## config.mk

```make
export PLATFORM = sky130hd
export DESIGN_NAME = rail_control_status_regs
export DESIGN_NICKNAME = d
export VERILOG_FILES = /design/src/rail_regs_pkg.sv /design/src/shutdown_timer.sv /design/src/rail_control_status_regs.sv
export SDC_FILE = /design/constraint.sdc
export NUM_CORES = 1
export LEC_CHECK = 0
export BUFFER_PORTS_ARGS = -buffer_cell sky130_fd_sc_hd__buf_4
export CORE_MARGIN = 2
export CORE_UTILIZATION = 30
export DETAILED_ROUTE_END_ITERATION = 10
export PLACE_DENSITY_LB_ADDON = 0.15
export SLEW_MARGIN = 20
export SYNTH_ARGS = -nofsm -noshare
export SYNTH_HDL_FRONTEND = slang
export SYNTH_SLANG_ARGS = --single-unit
```

## constraint.sdc

```tcl
create_clock -name clk_in -period 3.45 [get_ports clk_in]
set_clock_uncertainty 0.2 [all_clocks]
set_input_delay 0.5175 -clock clk_in [delete_from_list [all_inputs] [get_ports clk_in]]
set_output_delay 0.5175 -clock clk_in [all_outputs]
set_load 0.005 [all_outputs]
```

## src/rail_regs_pkg.sv

```systemverilog
package rail_regs_pkg;

    // Register offsets on the internal register port
    localparam logic [7:0] TERM_DISCHARGE_CTRL_ADDR = 8'h00_AD;
    localparam logic [7:0] AUX_RAIL_CTRL_ADDR       = 8'h00_AE;
    localparam logic [7:0] RAIL_GOOD_STATUS_A_ADDR  = 8'h00_B0;

    // Field positions
    localparam int TERM_DISCHARGE_BIT   = 4;
    localparam int AUX_DISCHARGE_MSB    = 7;
    localparam int AUX_DISCHARGE_LSB    = 6;
    localparam int AUX_SHUTDOWN_BIT     = 5;
    localparam int AUX_VOLTAGE_MSB      = 4;
    localparam int AUX_VOLTAGE_LSB      = 1;
    localparam int AUX_ENABLE_BIT       = 0;

    // Reset values
    localparam logic [7:0] RAIL_GOOD_STATUS_A_RESET = 8'h00_00;
    localparam logic [7:0] CTRL_PRELOAD_RESET       = 8'h00_00;

    // Discharge resistor selections
    typedef enum logic [1:0] {
        DISCH_NONE,
        DISCH_100_OHM,
        DISCH_200_OHM,
        DISCH_500_OHM
    } discharge_e;

    // Emergency shutdown off times in ms, by OTP code
    localparam int SHUTDOWN_MS_0 = 1;
    localparam int SHUTDOWN_MS_1 = 5;
    localparam int SHUTDOWN_MS_2 = 10;
    localparam int SHUTDOWN_MS_3 = 100;
    localparam int CLK_HZ        = 25_000_000;
    localparam int CYCLES_PER_MS = CLK_HZ / 1000;

    // Factory option: which rail the auxiliary fields steer
    typedef enum logic [1:0] {
        TARGET_AUX_LDO,
        TARGET_SWITCH_B2,
        TARGET_UNUSED
    } aux_target_e;

    // Factory OTP image for the two control registers
    typedef struct packed {
        logic [7:0] term_ctrl;
        logic [7:0] aux_ctrl;
        logic [1:0] shutdown_time;
        logic       aux_in_sequence;
        logic       switches_b_merged;
        logic       aux_bit_unused;
    } otp_cfg_s;

    // Rail controls driven to the analog side
    typedef struct packed {
        logic       term_discharge_sel;
        discharge_e aux_discharge_sel;
        logic [3:0] aux_voltage_code;
        logic       aux_ldo_one_on;
        logic       load_switch_b2_on;
    } rail_ctrl_s;

endpackage : rail_regs_pkg

```

## src/shutdown_timer.sv

```systemverilog
`timescale 1ns/10ps
module shutdown_timer
    import rail_regs_pkg::*;
#(
    parameter int MS_CYCLES = CYCLES_PER_MS
) (
    input  wire logic       clk_in,
    input  wire logic       rst_b_in,
    input  wire logic       start_in,
    input  wire logic [1:0] time_sel_in,
    output logic            off_out
);

    // Zero cycles per ms would make every off time vanish
    if (MS_CYCLES < 1) begin : g_ms_check
        $error("MS_CYCLES must be at least one");
    end

    localparam int CNT_W = $clog2(SHUTDOWN_MS_3 * MS_CYCLES + 1);

    logic [CNT_W-1:0] count_q;
    logic [CNT_W-1:0] count_d;

    function automatic logic [CNT_W-1:0] span(input logic [1:0] sel);
        case (sel)
            2'h0: span = CNT_W'(SHUTDOWN_MS_0 * MS_CYCLES);
            2'h1: span = CNT_W'(SHUTDOWN_MS_1 * MS_CYCLES);
            2'h2: span = CNT_W'(SHUTDOWN_MS_2 * MS_CYCLES);
            default: span = CNT_W'(SHUTDOWN_MS_3 * MS_CYCLES);
        endcase
    endfunction : span

    // Reload on each start so a repeated shutdown restarts the off time
    always_comb begin
        count_d = count_q;
        if (start_in) begin
            count_d = span(time_sel_in);
        end else if (count_q != '0) begin
            count_d = count_q - CNT_W'(1);
        end
    end

    always_ff @(posedge clk_in) begin
        if (!rst_b_in) begin
            count_q <= '0;
        end else begin
            count_q <= count_d;
        end
    end

    assign off_out = (count_q != '0);

endmodule : shutdown_timer

```

## src/rail_control_status_regs.sv

```systemverilog
`timescale 1ns/10ps
// Behaviour
// - Termination discharge bit 4: clear gives none, set gives 100 ohm.
// - Aux discharge bits 7:6: none, 100, 200, 500 ohm.
// - Shutdown cfg 0: aux rail off for OTP time 1/5/10/100 ms on shutdown.
// - Shutdown cfg 1: aux rail ignores shutdown, follows enable bit only.
// - Aux in sequence, B switches unmerged, aux bit in use: fields steer load switch B2.
// - Voltage code bits 4:1 sets aux LDO output voltage.
// - Bit 0 disables or enables the selected rail; unused on some options.
// - Each power-good bit reads 1 while its rail is in regulation.
// - Good bits: 7 aux LDO two, 6 switch A1, 5..0 converters six..one.
// - Power-good status is read-only at B0h, reset zero.
module rail_control_status_regs
    import rail_regs_pkg::*;
#(
    parameter int MS_CYCLES = CYCLES_PER_MS
) (
    input  wire logic       clk_in,
    input  wire logic       rst_b_in,
    input  wire otp_cfg_s   otp_cfg_in,
    input  wire logic       reg_wr_in,
    input  wire logic       reg_rd_in,
    input  wire logic [7:0] reg_addr_in,
    input  wire logic [7:0] reg_wdata_in,
    output logic [7:0]      reg_rdata_out,
    output logic            reg_ready_out,
    output logic            reg_hit_out,
    input  wire logic       emergency_shutdown_in,
    input  wire logic       aux_two_good_in,
    input  wire logic       switch_a1_good_in,
    input  wire logic       converter6_good_in,
    input  wire logic       converter5_good_in,
    input  wire logic       converter4_good_in,
    input  wire logic       converter3_good_in,
    input  wire logic       converter2_good_in,
    input  wire logic       converter1_good_in,
    output rail_ctrl_s      rail_ctrl_out
);

    // Refuse a tick rate the off-time counter cannot serve
    if (MS_CYCLES < 1) begin : g_ms_check
        $error("MS_CYCLES must be at least one");
    end

    typedef enum logic {
        ST_LOAD,
        ST_RUN
    } load_state_e;

    load_state_e state_q;
    load_state_e state_d;
    logic [7:0]  term_ctrl_q;
    logic [7:0]  term_ctrl_d;
    logic [7:0]  aux_ctrl_q;
    logic [7:0]  aux_ctrl_d;
    logic [1:0]  shut_time_q;
    logic [1:0]  shut_time_d;
    aux_target_e target_q;
    aux_target_e target_d;
    logic [7:0]  rdata_q;
    logic [7:0]  rdata_d;
    logic [7:0]  good_meta_q;
    logic [7:0]  good_sync_q;
    logic [7:0]  status_q;
    logic [7:0]  status_d;
    logic [1:0]  esd_sync_q;
    logic        esd_prev_q;
    logic        esd_start;
    logic        esd_off;
    logic        rail_on;
    logic [7:0]  good_raw;

    // Rail good pins come from analog comparators
    assign good_raw = {aux_two_good_in, switch_a1_good_in,
                       converter6_good_in, converter5_good_in,
                       converter4_good_in, converter3_good_in,
                       converter2_good_in, converter1_good_in};

    // Synchronisers for asynchronous analog levels
    always_ff @(posedge clk_in) begin
        if (!rst_b_in) begin
            good_meta_q <= 8'h00_00;
            good_sync_q <= 8'h00_00;
            esd_sync_q  <= 2'h0;
            esd_prev_q  <= 1'b0;
        end else begin
            good_meta_q <= good_raw;
            good_sync_q <= good_meta_q;
            esd_sync_q  <= {esd_sync_q[0], emergency_shutdown_in};
            esd_prev_q  <= esd_sync_q[1];
        end
    end

    assign esd_start = esd_sync_q[1] && !esd_prev_q;

    // Status mirrors the synchronised rail good levels
    always_comb begin
        status_d = good_sync_q;
    end

    // Control register load, host writes and read mux
    always_comb begin
        state_d     = ST_RUN;
        term_ctrl_d = term_ctrl_q;
        aux_ctrl_d  = aux_ctrl_q;
        shut_time_d = shut_time_q;
        target_d    = target_q;
        rdata_d     = rdata_q;
        if (state_q == ST_LOAD) begin
            term_ctrl_d = otp_cfg_in.term_ctrl;
            aux_ctrl_d  = otp_cfg_in.aux_ctrl;
            shut_time_d = otp_cfg_in.shutdown_time;
            if (otp_cfg_in.aux_bit_unused) begin
                target_d = TARGET_UNUSED;
            end else if (otp_cfg_in.aux_in_sequence && !otp_cfg_in.switches_b_merged) begin
                target_d = TARGET_SWITCH_B2;
            end else begin
                target_d = TARGET_AUX_LDO;
            end
        end else begin
            if (reg_wr_in) begin
                case (reg_addr_in)
                    // Reserved bits stored as written; host must copy OTP there
                    TERM_DISCHARGE_CTRL_ADDR: term_ctrl_d = reg_wdata_in;
                    AUX_RAIL_CTRL_ADDR:       aux_ctrl_d  = reg_wdata_in;
                    default:                  ;
                endcase
            end
            if (reg_rd_in) begin
                case (reg_addr_in)
                    TERM_DISCHARGE_CTRL_ADDR: rdata_d = term_ctrl_q;
                    AUX_RAIL_CTRL_ADDR:       rdata_d = aux_ctrl_q;
                    RAIL_GOOD_STATUS_A_ADDR:  rdata_d = status_q;
                    default:                  rdata_d = 8'h00_00;
                endcase
            end
        end
    end

    // Registers hold the reset preload until the load state ends, then take OTP
    always_ff @(posedge clk_in) begin
        if (!rst_b_in) begin
            state_q     <= ST_LOAD;
            term_ctrl_q <= CTRL_PRELOAD_RESET;
            aux_ctrl_q  <= CTRL_PRELOAD_RESET;
            shut_time_q <= 2'h0;
            target_q    <= TARGET_AUX_LDO;
            rdata_q     <= 8'h00_00;
            status_q    <= RAIL_GOOD_STATUS_A_RESET;
        end else begin
            state_q     <= state_d;
            term_ctrl_q <= term_ctrl_d;
            aux_ctrl_q  <= aux_ctrl_d;
            shut_time_q <= shut_time_d;
            target_q    <= target_d;
            rdata_q     <= rdata_d;
            status_q    <= status_d;
        end
    end

    // Host may only access once OTP is loaded
    assign reg_ready_out = (state_q == ST_RUN);
    assign reg_hit_out   = (reg_addr_in == TERM_DISCHARGE_CTRL_ADDR)
                        || (reg_addr_in == AUX_RAIL_CTRL_ADDR)
                        || (reg_addr_in == RAIL_GOOD_STATUS_A_ADDR);
    assign reg_rdata_out = rdata_q;

    // Off-time counter only armed when shutdown cfg is zero
    shutdown_timer #(
        .MS_CYCLES (MS_CYCLES)
    ) u_shutdown_timer (
        .clk_in      (clk_in),
        .rst_b_in    (rst_b_in),
        .start_in    (esd_start && !aux_ctrl_q[AUX_SHUTDOWN_BIT]),
        .time_sel_in (shut_time_q),
        .off_out     (esd_off)
    );

    // Shutdown cfg set means the enable bit alone decides
    always_comb begin
        rail_on = aux_ctrl_q[AUX_ENABLE_BIT];
        if (!aux_ctrl_q[AUX_SHUTDOWN_BIT] && esd_off) begin
            rail_on = 1'b0;
        end else if (aux_ctrl_q[AUX_SHUTDOWN_BIT]) begin
            rail_on = aux_ctrl_q[AUX_ENABLE_BIT];
        end
    end

    // Analog controls are driven from flops
    always_ff @(posedge clk_in) begin
        if (!rst_b_in) begin
            rail_ctrl_out <= '0;
        end else begin
            rail_ctrl_out.term_discharge_sel <= term_ctrl_q[TERM_DISCHARGE_BIT];
            rail_ctrl_out.aux_discharge_sel  <=
                discharge_e'(aux_ctrl_q[AUX_DISCHARGE_MSB:AUX_DISCHARGE_LSB]);
            rail_ctrl_out.aux_voltage_code   <=
                aux_ctrl_q[AUX_VOLTAGE_MSB:AUX_VOLTAGE_LSB];
            rail_ctrl_out.aux_ldo_one_on     <= (target_q == TARGET_AUX_LDO) && rail_on;
            rail_ctrl_out.load_switch_b2_on  <=
                (target_q == TARGET_SWITCH_B2) && rail_on;
        end
    end

endmodule : rail_control_status_regs

```

# Word-level counts from Yosys, hierarchy flattened
# Cells that the tools add are included.
[totals]
regBits = 87
input_bits = 50
output_inout_bits = 19
wordCells = 59
[op_classes]
n_addsub = 1
n_eq_ne = 9
muxes = 14
n_reduce_logical = 18
[op_table]
columns = ["operator", "count"]
rows = [
  ["case mux 22 bit (3 select lines)", 1],
  ["two-way mux 8 bit", 6],
  ["two-way mux 22 bit", 2],
  ["equality test 8 bit (second input constant)", 3],
  ["case mux 8 bit (3 select lines)", 1],
  ["nonzero test 22 bit", 1],
  ["subtractor 22 x 1 -> 22 bit (second input constant)", 1],
  ["logical AND 1 bit", 6],
  ["AND reduction 2 bit", 3],
  ["equality test 2 x 1 -> 1 bit (second input constant)", 2],
  ["zero test 2 bit", 2],
  ["!= test 2 x 1 -> 1 bit (second input constant)", 2],
  ["zero test 1 bit", 3],
  ["two-way mux 1 bit", 3],
  ["equality test 2 bit (second input constant)", 1],
  ["logical OR 1 bit", 2],
  ["two-way mux 2 bit", 1],
  ["!= test 2 bit (second input constant)", 1],
  ["nonzero test 2 bit", 1],
]

# Depth between registers and ports, before layout
[logic_depth]
word_depth = 4
ltp_mapped = 8

# Hierarchy
# A second synthesis with hierarchy kept.
[unflattened]
cells_unflattened = 373
area_unflattened_um2 = 3618.5
[modules_own_cells]
columns = ["module", "n_inst", "cells_each", "area_each_um2", "seq_area_each_um2"]
rows = [
  ["rail_control_status_regs", 1, 225, 2337.2, 1301.2],
  ["shutdown_timer", 1, 148, 1281.2, 440.4],
]

# Least setup slack after synthesis
# No wires, ideal clock.
[synth_timing]
kind = "input port to output port"
from = "input port reg_addr_in[0]"
to = "output port reg_hit_out"
arrival_ns = 1.555
required_ns = 2.732
path_slack_ns = 1.178
stages = 3
n_path_buf = 0
path_cell_list = "or4b_2 a21oi_1 o2111a_1"
[synth_via]
elab_chain_cells = 3
[synth_lines]
columns = ["element", "line_no", "rtl"]
rows = [
  ["from (decl)", "rail_control_status_regs.sv:23", "input wire logic [7:0] reg_addr_in,"],
  ["equality test 8 bit, on equally long branches", "rail_control_status_regs.sv:163, rail_control_status_regs.sv:164", ""],
  ["logical OR 1 bit", "rail_control_status_regs.sv:164", "|| (reg_addr_in == AUX_RAIL_CTRL_ADDR)"],
  ["logical OR 1 bit (*)", "rail_control_status_regs.sv:165", "|| (reg_addr_in == RAIL_GOOD_STATUS_A_ADDR);"],
  ["to (decl)", "rail_control_status_regs.sv:27", "output logic reg_hit_out,"],
]
# Mark *: on every way between the ends. The rest lies on a longest branch, timed or not.

# Worst setup path after layout
[layout_timing]
from = "register u_shutdown_timer.count_q[0]"
to = "register u_shutdown_timer.count_q[15]"
[layout_via]
elab_chain_cells = 3
[layout_lines]
columns = ["element", "line_no", "rtl"]
rows = [
  ["from (decl)", "shutdown_timer.sv:21", "logic [CNT_W-1:0] count_q;"],
  ["from (signal assigned)", "shutdown_timer.sv:47", "count_q <= count_d;"],
  ["subtractor 22 x 1 -> 22 bit", "shutdown_timer.sv:39", "count_d = count_q - CNT_W'(1);"],
  ["two-way mux 22 bit", "shutdown_timer.sv:38", "end else if (count_q != '0) begin"],
  ["two-way mux 22 bit", "shutdown_timer.sv:36", "if (start_in) begin"],
]
# Parallel ways exist; a longest one is shown, timed or not. The select of a mux whose other input is x is not followed.
# A chain may end at the register's enable or synchronous reset.

==> reports/results.tsv <==
metric	value	unit
Netlist cell types	46	
status	completed	
Worst Tran Pin Value	738	ps
Mapped Cells	361	
Max H-tree Level	3	
Reg power frac	40.0	%
leakage power	1.82	nW
Max Buffers Root-to-Sink	2	
max-slew violation count	0	
vias in the first global route	2755	
total die area	12600	um2
Mapped Nets	418	
nets	486	
DR iter-0 viols	201	
Startpoint Class	flop	
Final Hold Viols	0	
core region area	11400	um2
NetSw	0.00114	W
via-per-instance ratio	4.96	
wire per inst	15.0	um
R2R depth	7	
number of top-level pins	69	
Cell Pwr Density	730	nW/um2
Async SR Flop Fraction	0	%
EDFF count, synth	0	
Max Fclk	0.392	GHz
Tcrit/Tclk final	74.0	%
worst-path fanout max	8	
Synth area leader	dfxtp_1	
Synth Cell Area	3510	um2
clk slew on worst S/H paths	60	ps
Synthesis Warnings	0	
main flop type after synthesis	dfxtp_1	
DIE WIDTH	112	um
Clk Latency, worst-skew pair	340	ps
CTS Buf Count	9	
area delta synth->final	27.0	%
Setup crit end	u_shutdown_timer.count_q[15]	
post-cts resize count	0	
RSZ-0062 raised after global routing	false	
ant diodes	0	
reg2reg setup slack	900	ps
Seq/Total Area, Yosys	49.6	%
max_slew headroom	50.7	%
Final GP Congestion	0.826	
die height	112	um
via count	2864	
commonest cells after routing, fill and taps aside	dfxtp_1 (87), buf_4 (72), nor2_1 (43)	
CTS tree	done	
Post-DP HPWL	6.12	mm
drt pass-1 iters	4	
first-pass GRT wire length	14.3	mm
clock power share	28.1	%
RR Endpoint	u_shutdown_timer.count_q[15]	
WL final	8.68	mm
postcts setup bufs	0	
Routed Antenna Nets	0	
critical path launch point	u_shutdown_timer.count_q[0]	
gr usage total	14.2	%
HP Class	input port to flop	
Worst EP required	3460	ps
row count	39	
CTS Sinks	87	
largest net degree at the start of global routing	49	
#FFs+latches synth	87	
data arrival time of the worst path	2560	ps
# setup viols final	0	
commonest non-fill, non-tap cell in the layout	dfxtp_1	
initial antenna violation count	0	
PortBufs	68	
Synth Area per Inst	9.73	um2
Overflow after GRT	0	
switching part of the total	35.0	%
Root Buffer	clkbuf_16	
largest cells by area after synthesis	dfxtp_1 (50%), and2_1 (6.2%), mux2i_1 (5.4%)	
reg2reg start	u_shutdown_timer.count_q[0]	
Peak supply drop	256	uV
initial core utilization	30.7	%
cell-internal power	0.00212	W
total of max-cap violations	0	
Comb pwr share	31.9	%
CP Class	flop to flop	
# hold bufs at CTS	0	
TNS Setup	0	ps
post-route DRC violation count	0	
final core occ	39.1	%
ratio of cells with drive above 1 in the final layout	22.8	%
post-layout minimum cycle time	2550	ps
top-area cell type share of the netlist area	49.6	%
CP endpoint kind	flop	
[metrics by stage]
stage	cell area (um2)	setup slack [ps]	cells	total power, W	hold WS, ps
2_1_floorplan	3510	1180	361	0.00208	206
3_3_place_gp	4170	919	561	0.00235	213
3_5_place_dp	4170	858	561	0.00235	218
4_1_cts	4450	930	577	0.00327	180
5_1_grt	4460	665	577	0.00347	175
6_report	4460	898	577	0.00326	185
[area by class of cell]
type / count / area, um2
fillers: 1172 / 6960
multi-input cells: 252 / 1690
repair buffers: 72 / 541
inverters: 7 / 26.3
clock buffers: 10 / 229
clock inverters: 6 / 51.3
well taps: 143 / 179
flip-flops and latches: 87 / 1740
[flip-flops by register name, indices dropped and copies added, names as in the netlist]
| register | cells |
|---|---|
| aux_ctrl_q | 8 |
| esd_prev_q | 1 |
| esd_sync_q | 2 |
| good_meta_q | 8 |
| good_sync_q | 8 |
| rail_ctrl_out | 9 |
| reg_rdata_out | 8 |
| reg_ready_out | 1 |
| shut_time_q | 2 |
| status_q | 8 |
| target_q | 2 |
| term_ctrl_q | 8 |
| u_shutdown_timer.count_q | 22 |
[per-layer routing]
layer	vias up	global-route usage, %	share of wire (%)
met5	-	0	0
met4	0	4.88	1.1
met3	6	3.62	6.2
met2	89	20.0	41
met1	1329	21.1	51
li1	1440	-	-
[power groups by stage]
stage          sequential [W]  clock [W]  combinational (W)
2_1_floorplan         0.00128          0           0.000800
3_3_place_gp          0.00132          0            0.00103
3_5_place_dp          0.00132          0            0.00103
4_1_cts               0.00130   0.000937            0.00104
5_1_grt               0.00132   0.000992            0.00115
6_report              0.00130   0.000916            0.00104
[worst min path at each step]
stage	start	endpoint	slack, ps	cells after the start
floorplan	good_sync_q[3]	status_q[3]	210	1
global placement	good_sync_q[3]	status_q[3]	210	1
detailed placement	good_sync_q[6]	status_q[6]	220	1
CTS	converter5_good_in	good_meta_q[4]	180	2
global route	aux_two_good_in	good_meta_q[7]	180	2
finish	converter5_good_in	good_meta_q[4]	190	2
[logic make-up (layout without fill, tap and decap cells)]
logic type | Yosys count | in the layout | share of synthesized area, %
compound gates | 68 | 68 | 14.1
xor+xnor | 18 | 18 | 4.49
fa+ha+maj | 7 | 7 | 2.49
buf+inv | 22 | 95 | 2.35
flops | 87 | 87 | 49.6
mux | 19 | 19 | 5.42
simple gates | 140 | 140 | 21.5
[worst max-delay path, cell delays in order (launching register included)]
cell and delay [ps]:
dfxtp_1 320, inv_1 100, ha_1 200, nor4b_1 510
nand4_1 360, o21ai_2 460, a2bb2oi_1 220, nor2_1 60
[synthesized netlist by cell type, types with 9 or more instances]
library cell,number
o21ai_0,15
clkbuf_1,13
and2_1,35
dfxtp_1,87
mux2i_1,19
nor3_1,9
nand2_1,16
a211oi_1,19
xor2_1,10
nor2_1,43
Note: power is estimated with default switching activity, not from simulation.
